===== src/core/uemr_consts.svh =====
// Named constants for the USB endpoint mode responder
`ifndef UEMR_CONSTS_SVH
`define UEMR_CONSTS_SVH

// Endpoint mode encodings
`define UEMR_MODE_DISABLE 4'h0
`define UEMR_MODE_NAK_INOUT 4'h1
`define UEMR_MODE_STATUS_OUT 4'h2
`define UEMR_MODE_STALL_INOUT 4'h3
`define UEMR_MODE_STATUS_IN 4'h6
`define UEMR_MODE_ACK_OUT_ST_IN 4'hB
`define UEMR_MODE_ACK_IN_ST_OUT 4'hF
`define UEMR_MODE_NAK_OUT 4'h8
`define UEMR_MODE_ACK_OUT 4'h9
`define UEMR_MODE_NAK_IN 4'hC
`define UEMR_MODE_ACK_IN 4'hD

// Packet length figures, counted with the two CRC bytes included
`define UEMR_MAX_LEN 4'hA
`define UEMR_ZLP_LEN 4'h2
`define UEMR_ZERO_CNT 4'h0

// Endpoint numbers and reset values
`define UEMR_EP_CTRL 2'h0
`define UEMR_EP_DATA1 2'h1
`define UEMR_EP_DATA2 2'h2
`define UEMR_EP_NONE 2'h3
`define UEMR_REG_RST 8'h00

`endif


===== src/core/uemr_pkg.sv =====
// Types and shared helpers for the USB endpoint mode responder
`include "uemr_consts.svh"

package uemr_pkg;

  typedef enum logic [1:0] {TOK_SETUP, TOK_IN, TOK_OUT} uemr_tok_kind_t;

  typedef enum logic [2:0] {RSP_NONE, RSP_ACK, RSP_NAK, RSP_STALL, RSP_TX} uemr_rsp_kind_t;

  // Token with its data stage summary, one-cycle event from the packet layer
  typedef struct packed {
    logic valid;
    uemr_tok_kind_t kind;
    logic [1:0] ep;
    logic [3:0] len;
    logic dval;
    logic toggle;
  } uemr_tok_t;

  // End of an IN data stage: host handshake seen or not
  typedef struct packed {
    logic valid;
    logic acked;
  } uemr_hs_t;

  // Answer to the packet layer
  typedef struct packed {
    logic valid;
    uemr_rsp_kind_t kind;
    logic [1:0] ep;
    logic [3:0] count;
  } uemr_rsp_t;

  // Firmware write strobes
  typedef struct packed {
    logic mode_wr;
    logic cnt_wr;
    logic [1:0] ep;
    logic [7:0] data;
  } uemr_fw_t;

  typedef struct packed {
    logic setup_rx;
    logic in_rx;
    logic out_rx;
    logic ackd;
    logic [3:0] mode;
  } uemr_ctrl_mode_t;

  typedef struct packed {
    logic stall;
    logic rsvd;
    logic nak_ie;
    logic ackd;
    logic [3:0] mode;
  } uemr_data_mode_t;

  typedef struct packed {
    logic toggle;
    logic dval;
    logic [1:0] rsvd;
    logic [3:0] count;
  } uemr_cnt_t;

  // Data stage short enough and passing its check
  function automatic logic uemr_pkt_ok(input uemr_tok_t t);
    uemr_pkt_ok = t.dval && (t.len <= `UEMR_MAX_LEN);
  endfunction : uemr_pkt_ok

  // Accepted data stage: store toggle, valid flag and length
  function automatic uemr_cnt_t uemr_cnt_load(input uemr_tok_t t);
    uemr_cnt_t c;
    c = uemr_cnt_t'(`UEMR_REG_RST);
    c.toggle = t.toggle;
    c.dval = 1'b1;
    c.count = t.len;
    uemr_cnt_load = c;
  endfunction : uemr_cnt_load

endpackage : uemr_pkg


===== src/core/uemr_data_ep.sv =====
// Answer decision for one data endpoint
`timescale 1ns/1ps
`include "uemr_consts.svh"

module uemr_data_ep
  import uemr_pkg::*;
(
  input wire uemr_pkg::uemr_data_mode_t mode_reg,
  input wire uemr_pkg::uemr_cnt_t cnt_reg,
  input wire logic tok_hit,
  input wire uemr_pkg::uemr_tok_t tok,
  input wire logic hs_hit,
  input wire logic hs_acked,
  output uemr_pkg::uemr_rsp_kind_t rsp_kind,
  output logic [3:0] rsp_count,
  output logic wait_hs,
  output logic eng_wr,
  output uemr_pkg::uemr_data_mode_t mode_new,
  output logic cnt_wr,
  output logic irq
);
  ////////////////////////////////////////////////////////////////////////////
  // Pure decode; the main module owns every flip-flop
  always_comb
  begin
    rsp_kind = RSP_NONE;
    rsp_count = `UEMR_ZERO_CNT;
    wait_hs = 1'b0;
    eng_wr = 1'b0;
    mode_new = mode_reg;
    cnt_wr = 1'b0;
    irq = 1'b0;
    if (hs_hit && hs_acked && mode_reg.mode == `UEMR_MODE_ACK_IN)
    begin
      // Host took the data: fall back to NAK IN until refilled
      eng_wr = 1'b1;
      mode_new.mode = `UEMR_MODE_NAK_IN;
      mode_new.ackd = 1'b1;
      irq = 1'b1;
    end
    else if (tok_hit && tok.kind == TOK_OUT)
    begin
      // IN-only, disabled and reserved modes fall to the default: no answer to OUT there
      case (mode_reg.mode)
        `UEMR_MODE_NAK_OUT:
        begin
          if (uemr_pkt_ok(tok))
          begin
            rsp_kind = RSP_NAK;
            irq = mode_reg.nak_ie;
          end
        end
        `UEMR_MODE_ACK_OUT:
        begin
          if (uemr_pkt_ok(tok) && mode_reg.stall)
          begin
            rsp_kind = RSP_STALL;
            irq = 1'b1;
          end
          else if (uemr_pkt_ok(tok))
          begin
            rsp_kind = RSP_ACK;
            eng_wr = 1'b1;
            mode_new.mode = `UEMR_MODE_NAK_OUT;
            mode_new.ackd = 1'b1;
            cnt_wr = 1'b1;
            irq = 1'b1;
          end
        end
        default:
        begin
          rsp_kind = RSP_NONE;
        end
      endcase
    end
    else if (tok_hit && tok.kind == TOK_IN)
    begin
      case (mode_reg.mode)
        `UEMR_MODE_NAK_IN:
        begin
          rsp_kind = RSP_NAK;
          irq = mode_reg.nak_ie;
        end
        `UEMR_MODE_ACK_IN:
        begin
          if (mode_reg.stall)
          begin
            rsp_kind = RSP_STALL;
            irq = 1'b1;
          end
          else
          begin
            rsp_kind = RSP_TX;
            rsp_count = cnt_reg.count;
            wait_hs = 1'b1;
          end
        end
        default:
        begin
          rsp_kind = RSP_NONE;
        end
      endcase
    end
  end

endmodule : uemr_data_ep


===== src/core/uemr_top.sv =====
// Endpoint mode responder: answers tokens for the control and two data endpoints
`timescale 1ns/1ps
`include "uemr_consts.svh"

module uemr_top
  import uemr_pkg::*;
(
  input wire logic clk,
  input wire logic rst_b,
  uemr_pkg::uemr_tok_t tok_i,
  uemr_pkg::uemr_hs_t hs_i,
  uemr_pkg::uemr_fw_t fw_i,
  input wire logic buf_wr_req,
  output logic buf_wr_ok,
  output uemr_pkg::uemr_rsp_t rsp_o,
  output uemr_pkg::uemr_ctrl_mode_t ctrl_mode_o,
  output uemr_pkg::uemr_data_mode_t data1_mode_o,
  output uemr_pkg::uemr_data_mode_t data2_mode_o,
  output uemr_pkg::uemr_cnt_t [2:0] cnt_o,
  output logic [2:0] irq_o
);
  import uemr_pkg::*;

  typedef enum logic {ST_IDLE, ST_WAIT_HS} uemr_st_t;

  // Whole state of the block
  typedef struct packed {
    uemr_st_t st;
    logic [1:0] pend_ep;
    uemr_rsp_t rsp;
    uemr_ctrl_mode_t ctrl;
    uemr_data_mode_t dm1;
    uemr_data_mode_t dm2;
    uemr_cnt_t [2:0] cnt;
    logic [2:0] irq;
  } uemr_state_t;

  uemr_state_t s_q, s_d;

  ////////////////////////////////////////////////////////////////////////////
  // Data endpoint decoders
  logic tok_hit1, tok_hit2;
  logic hs_hit1, hs_hit2;
  uemr_rsp_kind_t rk1, rk2;
  logic [3:0] rc1, rc2;
  logic wt1, wt2;
  logic ew1, ew2;
  uemr_data_mode_t nm1, nm2;
  logic cw1, cw2;
  logic iq1, iq2;

  // A handshake only counts for the endpoint whose IN data is outstanding
  assign tok_hit1 = tok_i.valid && tok_i.ep == `UEMR_EP_DATA1;
  assign tok_hit2 = tok_i.valid && tok_i.ep == `UEMR_EP_DATA2;
  assign hs_hit1 = hs_i.valid && s_q.st == ST_WAIT_HS && s_q.pend_ep == `UEMR_EP_DATA1;
  assign hs_hit2 = hs_i.valid && s_q.st == ST_WAIT_HS && s_q.pend_ep == `UEMR_EP_DATA2;

  uemr_data_ep u_data1 (
    .mode_reg(s_q.dm1),
    .cnt_reg(s_q.cnt[1]),
    .tok_hit(tok_hit1),
    .tok(tok_i),
    .hs_hit(hs_hit1),
    .hs_acked(hs_i.acked),
    .rsp_kind(rk1),
    .rsp_count(rc1),
    .wait_hs(wt1),
    .eng_wr(ew1),
    .mode_new(nm1),
    .cnt_wr(cw1),
    .irq(iq1)
  );

  uemr_data_ep u_data2 (
    .mode_reg(s_q.dm2),
    .cnt_reg(s_q.cnt[2]),
    .tok_hit(tok_hit2),
    .tok(tok_i),
    .hs_hit(hs_hit2),
    .hs_acked(hs_i.acked),
    .rsp_kind(rk2),
    .rsp_count(rc2),
    .wait_hs(wt2),
    .eng_wr(ew2),
    .mode_new(nm2),
    .cnt_wr(cw2),
    .irq(iq2)
  );

  ////////////////////////////////////////////////////////////////////////////
  // Control endpoint decode, written as a set of combinational results
  uemr_rsp_kind_t rk0;
  logic [3:0] rc0;
  logic wt0, ew0, cw0, iq0;
  uemr_ctrl_mode_t nm0;
  logic tok_hit0, hs_hit0;

  assign tok_hit0 = tok_i.valid && tok_i.ep == `UEMR_EP_CTRL;
  assign hs_hit0 = hs_i.valid && s_q.st == ST_WAIT_HS && s_q.pend_ep == `UEMR_EP_CTRL;

  always_comb
  begin
    rk0 = RSP_NONE;
    rc0 = `UEMR_ZERO_CNT;
    wt0 = 1'b0;
    ew0 = 1'b0;
    nm0 = s_q.ctrl;
    cw0 = 1'b0;
    iq0 = 1'b0;
    if (hs_hit0 && hs_i.acked)
    begin
      // Host acknowledged our IN data: record it and move on
      ew0 = 1'b1;
      nm0.in_rx = 1'b1;
      nm0.ackd = 1'b1;
      iq0 = 1'b1;
      if (s_q.ctrl.mode == `UEMR_MODE_ACK_IN_ST_OUT)
        nm0.mode = `UEMR_MODE_NAK_INOUT;
      else
        nm0.mode = `UEMR_MODE_STALL_INOUT;
    end
    else if (tok_hit0 && s_q.ctrl.mode != `UEMR_MODE_DISABLE)
    begin
      case (s_q.ctrl.mode)
        `UEMR_MODE_NAK_INOUT, `UEMR_MODE_STATUS_OUT, `UEMR_MODE_STALL_INOUT,
        `UEMR_MODE_STATUS_IN, `UEMR_MODE_ACK_OUT_ST_IN, `UEMR_MODE_ACK_IN_ST_OUT:
        begin
          case (tok_i.kind)
            TOK_SETUP:
            begin
              // Junk or overlong SETUP leaves no trace and no interrupt
              if (uemr_pkt_ok(tok_i))
              begin
                rk0 = RSP_ACK;
                ew0 = 1'b1;
                nm0.setup_rx = 1'b1;
                nm0.ackd = 1'b1;
                nm0.mode = `UEMR_MODE_NAK_INOUT;
                cw0 = 1'b1;
                iq0 = 1'b1;
              end
            end
            TOK_IN:
            begin
              if (s_q.ctrl.mode == `UEMR_MODE_NAK_INOUT)
                rk0 = RSP_NAK;
              else if (s_q.ctrl.mode == `UEMR_MODE_STALL_INOUT)
                rk0 = RSP_STALL;
              else if (s_q.ctrl.mode == `UEMR_MODE_STATUS_OUT)
              begin
                rk0 = RSP_STALL;
                ew0 = 1'b1;
                nm0.mode = `UEMR_MODE_STALL_INOUT;
                iq0 = 1'b1;
              end
              else if (s_q.ctrl.mode == `UEMR_MODE_ACK_IN_ST_OUT)
              begin
                rk0 = RSP_TX;
                rc0 = s_q.cnt[0].count;
                wt0 = 1'b1;
              end
              else
              begin
                rk0 = RSP_TX;
                wt0 = 1'b1;
              end
            end
            default:
            begin
              // OUT: only a well formed data stage gets any answer
              if (!uemr_pkt_ok(tok_i))
                rk0 = RSP_NONE;
              else if (s_q.ctrl.mode == `UEMR_MODE_NAK_INOUT)
                rk0 = RSP_NAK;
              else if (s_q.ctrl.mode == `UEMR_MODE_STALL_INOUT)
                rk0 = RSP_STALL;
              else if (s_q.ctrl.mode == `UEMR_MODE_ACK_OUT_ST_IN)
              begin
                rk0 = RSP_ACK;
                ew0 = 1'b1;
                nm0.out_rx = 1'b1;
                nm0.ackd = 1'b1;
                nm0.mode = `UEMR_MODE_NAK_INOUT;
                cw0 = 1'b1;
                iq0 = 1'b1;
              end
              else if (s_q.ctrl.mode == `UEMR_MODE_STATUS_IN)
              begin
                rk0 = RSP_STALL;
                ew0 = 1'b1;
                nm0.mode = `UEMR_MODE_STALL_INOUT;
                iq0 = 1'b1;
              end
              else if (tok_i.len == `UEMR_ZLP_LEN && tok_i.toggle)
              begin
                // Good status stage: zero data bytes with toggle 1
                rk0 = RSP_ACK;
                ew0 = 1'b1;
                nm0.out_rx = 1'b1;
                nm0.ackd = 1'b1;
                nm0.mode = `UEMR_MODE_STATUS_OUT;
                cw0 = 1'b1;
                iq0 = 1'b1;
              end
              else
              begin
                rk0 = RSP_STALL;
                ew0 = 1'b1;
                nm0.mode = `UEMR_MODE_STALL_INOUT;
                iq0 = 1'b1;
              end
            end
          endcase
        end
        default:
        begin
          rk0 = RSP_NONE;
        end
      endcase
    end
  end

  ////////////////////////////////////////////////////////////////////////////
  // Next state: answer, handshake wait, registers and firmware writes
  logic data_upd;

  // One shared update strobe covers both data mode registers, so an
  // engine write to either one locks out firmware on both
  assign data_upd = ew1 || ew2;

  always_comb
  begin
    s_d = s_q;
    s_d.rsp.valid = 1'b0;
    s_d.rsp.kind = RSP_NONE;
    s_d.rsp.count = `UEMR_ZERO_CNT;

    // A handshake, or a fresh token, closes any outstanding IN
    if (hs_i.valid || tok_i.valid)
      s_d.st = ST_IDLE;

    // Only one of the three decoders fires for any token
    if (tok_i.valid)
    begin
      s_d.rsp.ep = tok_i.ep;
      s_d.rsp.valid = (rk0 != RSP_NONE) || (rk1 != RSP_NONE) || (rk2 != RSP_NONE);
      if (tok_hit0)
      begin
        s_d.rsp.kind = rk0;
        s_d.rsp.count = rc0;
      end
      else if (tok_hit1)
      begin
        s_d.rsp.kind = rk1;
        s_d.rsp.count = rc1;
      end
      else if (tok_hit2)
      begin
        s_d.rsp.kind = rk2;
        s_d.rsp.count = rc2;
      end
      if (wt0 || wt1 || wt2)
      begin
        s_d.st = ST_WAIT_HS;
        s_d.pend_ep = tok_i.ep;
      end
    end

    // Firmware writes come first so that engine writes below override them
    if (fw_i.mode_wr && fw_i.ep == `UEMR_EP_CTRL && !ew0)
    begin
      // Sticky flags are cleared by any write and can never be set by one
      s_d.ctrl.mode = fw_i.data[3:0];
      s_d.ctrl.in_rx = 1'b0;
      s_d.ctrl.out_rx = 1'b0;
      s_d.ctrl.ackd = 1'b0;
      s_d.ctrl.setup_rx = 1'b0;
    end
    if (fw_i.mode_wr && fw_i.ep == `UEMR_EP_DATA1 && !data_upd)
    begin
      s_d.dm1 = uemr_data_mode_t'(fw_i.data);
      s_d.dm1.ackd = 1'b0;
    end
    if (fw_i.mode_wr && fw_i.ep == `UEMR_EP_DATA2 && !data_upd)
    begin
      s_d.dm2 = uemr_data_mode_t'(fw_i.data);
      s_d.dm2.ackd = 1'b0;
    end
    if (fw_i.cnt_wr && fw_i.ep != `UEMR_EP_NONE)
      s_d.cnt[fw_i.ep] = uemr_cnt_t'(fw_i.data);

    // Engine writes: take precedence over firmware, sets beat clears
    if (ew0)
      s_d.ctrl = nm0;
    if (ew1)
      s_d.dm1 = nm1;
    if (ew2)
      s_d.dm2 = nm2;
    if (cw0)
      s_d.cnt[0] = uemr_cnt_load(tok_i);
    if (cw1)
      s_d.cnt[1] = uemr_cnt_load(tok_i);
    if (cw2)
      s_d.cnt[2] = uemr_cnt_load(tok_i);

    // Endpoint interrupt pulses
    s_d.irq = {iq2, iq1, iq0};
  end

  ////////////////////////////////////////////////////////////////////////////
  // State register
  always_ff @(posedge clk or negedge rst_b)
  begin
    if (!rst_b)
    begin
      s_q.st <= ST_IDLE;
      s_q.pend_ep <= `UEMR_EP_CTRL;
      s_q.rsp <= '0;
      s_q.ctrl <= uemr_ctrl_mode_t'(`UEMR_REG_RST);
      s_q.dm1 <= uemr_data_mode_t'(`UEMR_REG_RST);
      s_q.dm2 <= uemr_data_mode_t'(`UEMR_REG_RST);
      s_q.cnt <= '0;
      s_q.irq <= 3'h0;
    end
    else
    begin
      s_q <= s_d;
    end
  end

  ////////////////////////////////////////////////////////////////////////////
  // Outputs
  // Buffer write grant is a plain gate: a SETUP landing this cycle is not
  // yet reflected, so firmware may see one extra granted cycle
  assign buf_wr_ok = buf_wr_req && !s_q.ctrl.setup_rx;
  assign rsp_o = s_q.rsp;
  assign ctrl_mode_o = s_q.ctrl;
  assign data1_mode_o = s_q.dm1;
  assign data2_mode_o = s_q.dm2;
  assign cnt_o = s_q.cnt;
  assign irq_o = s_q.irq;

endmodule : uemr_top


===== config.mk =====
export PLATFORM = sky130hd
export DESIGN_NAME = uemr_top
export DESIGN_NICKNAME = d
export VERILOG_FILES = /design/src/core/uemr_pkg.sv /design/src/core/uemr_data_ep.sv /design/src/core/uemr_top.sv
export VERILOG_INCLUDE_DIRS = /design/src /design/src/core
export SDC_FILE = /design/constraint.sdc
export NUM_CORES = 1
export LEC_CHECK = 0
export ABC_AREA = 1
export BUFFER_PORTS_ARGS = -buffer_cell sky130_fd_sc_hd__clkbuf_2
export CAP_MARGIN = 20
export CORE_MARGIN = 1.5
export CORE_UTILIZATION = 30
export CTS_BUF_LIST = sky130_fd_sc_hd__clkbuf_4 sky130_fd_sc_hd__clkbuf_8
export DETAILED_ROUTE_END_ITERATION = 8
export SLEW_MARGIN = 20
export SYNTH_ARGS = -nofsm -noshare
export SYNTH_HDL_FRONTEND = slang
export SYNTH_SLANG_ARGS = --single-unit

===== constraint.sdc =====
create_clock -name clk -period 1.6 [get_ports clk]
set_input_delay 0.08 -clock clk [delete_from_list [all_inputs] [get_ports clk]]
set_output_delay 0.08 -clock clk [all_outputs]
set_load 0.02 [all_outputs]

==> results of run 1 <==
==> cells in the final DEF, fill, tap and decap left out, types with 3 or more instances in the layout <==
cell type / n
dfrtp_2: 3
nand3_4: 6
buf_6: 3
dlygate4sd3_1: 6
nand2_4: 13
o211ai_1: 6
clkbuf_8: 10
nor2_2: 10
clkbuf_2: 88
a21oi_1: 6
buf_4: 57
o21ai_0: 21
nor2_1: 34
nand3_2: 6
nand3_1: 44
nand2_2: 15
nand2_1: 123
nor2_4: 13
nand4_1: 10
dfrtp_1: 61
inv_1: 70
o221ai_1: 7
clkbuf_4: 3
inv_2: 16
o21ai_1: 8
==> stage by stage <==
| step | area (um^2) | total power, mW | setup TNS (ps) | setup slack [ps] |
|---|---|---|---|---|
| finish | 5219 | 4.855 | 0 | 28.06 |
| detailed placement | 4623 | 3.334 | -190.6 | -48.88 |
| CTS | 4890 | 4.681 | 0 | 2.422 |
| global route | 5219 | 5.149 | -580.3 | -72.45 |
| global placement | 4623 | 3.321 | -339.3 | -80.02 |
| floorplan | 4078 | 2.983 | 0 | 88.28 |
==> where the power goes <==
part,internal [mW],total (mW),leakage [nW],switching [mW]
clock network,0.651,1.29,0.0937,0.643
registers,1.83,2.03,0.809,0.204
logic,0.585,1.53,1.95,0.941
==> flip-flops by register name, summed over array words and instances (netlist names) <==
name,flops
data2_mode_o,8
data1_mode_o,8
irq_o,3
ctrl_mode_o,8
s_q,3
rsp_o,10
cnt_o,24
==> repair_timing <==
| action | in CTS | in global routing |
|---|---|---|
| setup endpoints to repair | 8 | 46 |
| endpoints found under the hold margin | 70 | 0 |
| hold buffers | 6 | 0 |
| cloned | 0 | 2 |
| pin swaps | 1 | 26 |
| resized for setup | 6 | 71 |
| buffers inserted | 2 | 15 |
==> area by class of cell <==
type | instances | area (um^2)
clock buffers | 13 | 160.2
clock inverters | 3 | 17.52
fillers | 1421 | 8024
inverters | 87 | 329.1
multi-input cells | 336 | 1899
flip-flops and latches | 64 | 1605
well taps | 176 | 220.2
repair buffers | 156 | 987.2
==> critical path, stage by stage, from the launching register on <==
cell and delay [ps]:
dfrtp_2 450, nor2_2 180, nand2_4 90, nand3_4 100
nand2_2 90, inv_2 80, nand3_4 120, nand2_4 130
inv_1 60, nand3_1 60, o21ai_0 90
==> cells by family after synthesis <==
group	after synthesis	share of synthesized area [%]
buffers and inverters	150	19.55
AO/OA/AOI/OAI	57	8.499
flip-flops	64	39.28
AND/OR/NAND/NOR	277	32.68
==> how the worst min path moves through the flow <==
stage,end,slack (ps),cells past startpoint
global placement,rsp_o[8]$_DFF_PN0_,130,2
CTS,s_q[63]$_DFF_PN0_,20,4
global route,data2_mode_o[7]$_DFFE_PN0P_,40,3
finish,data2_mode_o[7]$_DFFE_PN0P_,40,3
floorplan,cnt_o[0]$_DFFE_PN0P_,-220,0
detailed placement,s_q[63]$_DFF_PN0_,130,2
==> synthesized netlist by cell type (5+ instances only) <==
master	number
buf_4	62
nor2_2	5
o221ai_1	7
nand3_2	5
nand4_1	10
o211ai_1	6
nand2_4	7
inv_2	6
dfrtp_1	64
nand2_1	140
nand3_1	48
o21ai_0	26
inv_1	81
a21oi_1	7
nor2_4	5
nor2_1	46
==> per-layer routing <==
layer / global-route usage [%] / vias to the layer above / part of all wire [%]
met5: 0 / - / 0
met4: 5.506 / 0 / 1.8
met3: 5.038 / 18 / 6.1
met2: 26.98 / 121 / 47
met1: 22.06 / 1824 / 45
li1: - / 1894 / -
==> run_results.csv, run 1 <==
group,metric,value,unit
route,via_count,3857,
logic_synthesis,yosys_warnings,0,
worst_setup_path,r2r_start,"ctrl_mode_o[3]$_DFFE_PN0P_",
floorplan,row_count,42,
timing,post-route-period-util,98.25,%
floorplan,die_h,119.6,um
flow_run,maxCapViolCount,0,
clock_tree,clockRootBuffer,"clkbuf_8",
timing,rsz0062_at_grt,"yes",
timing,finalCriticalPeriod,1572,ps
worst_setup_path,critPathMaxFanout,7,
run_status,outcome,"completed",
cells_and_area,finalCoreUtilization,39.41,%
logic_synthesis,synthArstFlopShare,100.0,%
logic_synthesis,synth_cell_type_count,28,
global_route,grt_use_total,16.94,%
cells_and_area,syn_to_final_growth,27.98,%
worst_setup_path,critPathRequiredTime,1840,ps
worst_setup_path,rrSetupSlack,30,ps
clock_tree,clock_sinks,64,
route,wirelength,12.02,mm
logic_synthesis,synth_fp_nets,576,
cells_and_area,drive_above_1_share,38.85,%
floorplan,ios,90,
logic_synthesis,syn_area_per_cell,7.441,um^2
clock_tree,htree_levels,3,
worst_setup_path,r2r_cells,10,
power_and_ir_drop,power_density,930.2,nW/um^2
place,portBuffers,89,
worst_setup_path,crit_path_end,"ctrl_mode_o[3]$_DFFE_PN0P_",
floorplan,fp.coreArea,13240,um^2
timing,slew_headroom,75.10,%
place,dp_cells,795,
worst_setup_path,end_kind,"flop",
global_route,grt_pass1_wl,18.53,mm
logic_synthesis,syn_inst,548,
route,antenna_left,0,
logic_synthesis,ys_seq_elements,64,
logic_synthesis,synth_top_cell_by_area,"dfrtp_1",
logic_synthesis,synth_top_area_share,39.28,%
global_route,globalRouteOverflowTotal,0,
worst_hold_path,hold_path_startpoint,"fw_i[7]",
floorplan,fp.dieW,119.6,um
worst_setup_path,worst_r2r_endpoint,"ctrl_mode_o[3]$_DFFE_PN0P_",
power_and_ir_drop,peakVddDrop,0.4911,mV
power_and_ir_drop,p_leak,2.855,nW
worst_setup_path,arrival,1810,ps
global_route,grt_antenna_before_repair,0,
route,dr.pass1.iters,4,
logic_synthesis,netlist_area,4078,um^2
timing,whs,42.25,ps
worst_setup_path,cp-startpoint,"ctrl_mode_o[3]$_DFFE_PN0P_",
cells_and_area,fin_nets,682,
logic_synthesis,synth_edf_count,0,
global_route,grt_max_degree,65,
worst_setup_path,critPathKind,"reg -> reg",
logic_synthesis,ys.flop_type,"dfrtp_1",
route,wl_per_cell,14.40,um
clock_tree,cts_made_buffers,9,
cells_and_area,stdcell_count,835,
clock_tree,cts_tree,"done",
place,finalWeightedCongestion,0.8924,
clock_tree,clk_pin_slew,70,ps
floorplan,start_util,30.79,%
logic_synthesis,synth_seq_area_share,39.28,%
route,drcViolationCount,0,
worst_setup_path,critPathLaunchType,"flop",
floorplan,die_area,14300,um^2
timing,max_freq,636.2,MHz
clock_tree,clockBufferDepth,2,
timing,final-setup-viol-count,0,
timing,hold_violations,0,
place,hpwl,9.303,mm
clock_tree,clk_latency,370,ps
global_route,grt_pass1_vias,3642,
cells_and_area,diodes,0,
logic_synthesis,synth.area.top_cells,"dfrtp_1 (39%), nand2_1 (13%), buf_4 (11%), inv_1 (7.5%), nand3_1 (5.9%)",
worst_hold_path,hold_path_class,"in -> reg",
timing,slew_viol_final,0,
timing,skew,9.330,ps
timing,worstMarginPinSlew,373.5,ps
route,routed_via_density,4.619,
route,drt_iter0_drc,195,
Power figures use the tool's default switching activity.
==> inputs of run 2 (changes only) <==
CTS_BUF_LIST = sky130_fd_sc_hd__clkbuf_16   (was sky130_fd_sc_hd__clkbuf_4 sky130_fd_sc_hd__clkbuf_8)
GPL_TIMING_DRIVEN = 1   (was unset)
==> run 2 against run 1 <==
Effect of this change:
- the flow now finishes with violations (setup timing)
- sequential power about the same
- sequential share of layout area is 0.21 points higher
- combinational power down 4%
- first-iteration DRC count fell by 0.51%
- critical path depth did not move
- non-clock buffer count decreased by 6
- register-to-register slack worse by 40 ps
- clock skew shrank 2.3 ps
- cell count shrank 0.72%
- global-route usage down 0.071 points
- clock-buffer cell count decreased by 4
- flip-flop and latch count is the same
- critical path type unchanged
==> run_results.csv, run 2 (synthesis gave the netlist of run 1 again) <==
group,metric,value,unit
place,portBuffers,89,
worst_setup_path,critPathMaxFanout,6,
worst_setup_path,critPathRequiredTime,1820,ps
timing,setup_slack,-7.643,ps
place,finalWeightedCongestion,0.8924,
timing,finalCriticalPeriod,1608,ps
place,place_area,4623,um^2
flow_run,maxCapViolCount,0,
global_route,grt_max_degree,65,
worst_setup_path,crit_chain,"buf_4 -> nand3_2 -> nand3_4 -> nand3_2 -> nor2_4 -> nand2_4 -> nand2_4 -> inv_4 -> nand2_1 -> nand2_1",
cells_and_area,syn_to_final_growth,27.12,%
floorplan,die_area,14300,um^2
place,dp_cells,795,
global_route,grt_use_total,16.87,%
timing,skew,7.046,ps
route,dr.pass1.iters,4,
cells_and_area,final_area,5184,um^2
cells_and_area,largest_reg_flops,24,
route,wl_per_cell,14.41,um
clock_tree,clk_latency,330,ps
place,pre_cts_ws,-48.88,ps
timing,post-route-period-util,100.5,%
clock_tree,clockBufferDepth,2,
cells_and_area,finalCoreUtilization,39.14,%
global_route,globalRouteOverflowTotal,0,
worst_setup_path,r2r_cells,10,
floorplan,row_count,42,
power_and_ir_drop,power,5.226,mW
worst_hold_path,hold_path_class,"in -> reg",
clock_tree,cts_tree,"done",
timing,hold_violations,0,
clock_tree,cts_made_buffers,9,
clock_tree,clk_pin_slew,50,ps
route,drcViolationCount,0,
run_status,outcome,"complete, but fails checks",
worst_setup_path,arrival,1830,ps
worst_setup_path,worst_r2r_endpoint,"cnt_o[0]$_DFFE_PN0P_",
place,hpwl,9.303,mm
power_and_ir_drop,peakVddDrop,0.5248,mV
global_route,grt_antenna_before_repair,0,
floorplan,start_util,30.79,%
clock_tree,clockRootBuffer,"clkbuf_16",
worst_setup_path,end_kind,"flop",
worst_setup_path,critPathKind,"reg -> reg",
cells_and_area,diodes,0,
timing,final-setup-viol-count,2,
worst_setup_path,rrSetupSlack,-8,ps
worst_hold_path,hold_path_startpoint,"fw_i[4]",
cells_and_area,fin_nets,676,
global_route,grt_pass1_wl,18.48,mm
worst_setup_path,path_delay_family,"simple AND/OR/NAND/NOR gates",
cells_and_area,drive_above_1_share,37.52,%
route,wirelength,11.94,mm
floorplan,fp.dieW,119.6,um
run_status,failed_checks,"setup timing",
route,via_count,3804,
floorplan,ios,90,
worst_setup_path,crit_path_end,"cnt_o[0]$_DFFE_PN0P_",
global_route,grt_pass1_vias,3609,
timing,slew_viol_final,0,
cells_and_area,stdcell_count,829,
timing,worstMarginPinSlew,365.2,ps
worst_setup_path,crit_slowest_cell,"dfrtp_2",
worst_setup_path,path_depth,10,
power_and_ir_drop,p_leak,2.841,nW
worst_setup_path,cp-startpoint,"ctrl_mode_o[0]$_DFFE_PN0P_",
timing,slew_headroom,75.66,%
clock_tree,htree_levels,3,
power_and_ir_drop,power_density,1008,nW/um^2
cells_and_area,final_common_cell,"nand2_1",
route,routed_via_density,4.589,
route,antenna_left,0,
worst_setup_path,r2r_start,"ctrl_mode_o[0]$_DFFE_PN0P_",
worst_setup_path,max_stage_delay,450,ps
floorplan,fp.coreArea,13240,um^2
worst_setup_path,path_buf_inv,2,
worst_setup_path,critPathLaunchType,"flop",
floorplan,die_h,119.6,um
timing,max_freq,622.0,MHz
route,drt_iter0_drc,194,
clock_tree,clock_sinks,64,
cells_and_area,layout_common_cells,"nand2_1 (124), clkbuf_2 (87), inv_1 (72)",
timing,rsz0062_at_grt,"yes",
run 2: where the power goes:
part | switching (mW) | total (mW) | leakage, nW | internal, mW
Clock | 0.697 | 1.71 | 0.136 | 1.02
Combinational | 0.908 | 1.47 | 1.90 | 0.565
Sequential | 0.204 | 2.04 | 0.809 | 1.83
run 2: how the worst min path moves through the flow:
stage                                        to  slack, ps  depth (start not counted)
after floorplan            cnt_o[0]$_DFFE_PN0P_       -220                          0
after global placement       rsp_o[8]$_DFF_PN0_        130                          2
after detailed placement      s_q[63]$_DFF_PN0_        130                          2
after CTS                  cnt_o[4]$_DFFE_PN0P_         10                          3
after global routing      cnt_o[21]$_DFFE_PN0P_         20                          3
final                      cnt_o[4]$_DFFE_PN0P_         10                          3
run 2: final cells by class:
| class | count | area, um^2 |
|---|---|---|
| Sequential cell | 64 | 1605 |
| Timing Repair Buffer | 150 | 938.4 |
| Fill cell | 1440 | 8059 |
| Inverter | 87 | 329.1 |
| Tap cell | 176 | 220.2 |
| Clock inverter | 7 | 32.53 |
| Multi-Input combinational cell | 336 | 1833 |
| Clock buffer | 9 | 225.2 |
run 2: routing by layer:
metal / up-vias / global-route usage [%] / share of wire [%]
li1: 1883 / - / -
met1: 1803 / 22.15 / 45
met2: 108 / 26.76 / 48
met3: 10 / 5.038 / 6.0
met4: 0 / 5.208 / 1.1
met5: - / 0 / 0
run 2: repair_timing:
action | CTS | global route
gates cloned | 0 | 2
hold buffers | 2 | 0
gates resized for setup | 5 | 60
endpoints found under the setup margin | 8 | 46
setup buffers | 2 | 14
pin swaps | 1 | 26
endpoints found under the hold margin | 65 | 0
run 2: through the flow:
step                      hold slack, ps  setup TNS [ps]
final                              13.02          -9.087
after floorplan                   -215.6               0
after CTS                          11.73               0
after global routing               22.28          -832.6
after detailed placement           125.6          -190.6
after global placement             126.3          -339.3
run 2: worst register-to-register path, stage by stage (launching register included):
cell and delay [ps]:
dfrtp_2 450, buf_4 150, nand3_2 90, nand3_4 120, nand3_2 130, nor2_4 200, nand2_4 100, nand2_4 110
inv_4 50, nand2_1 50, nand2_1 50
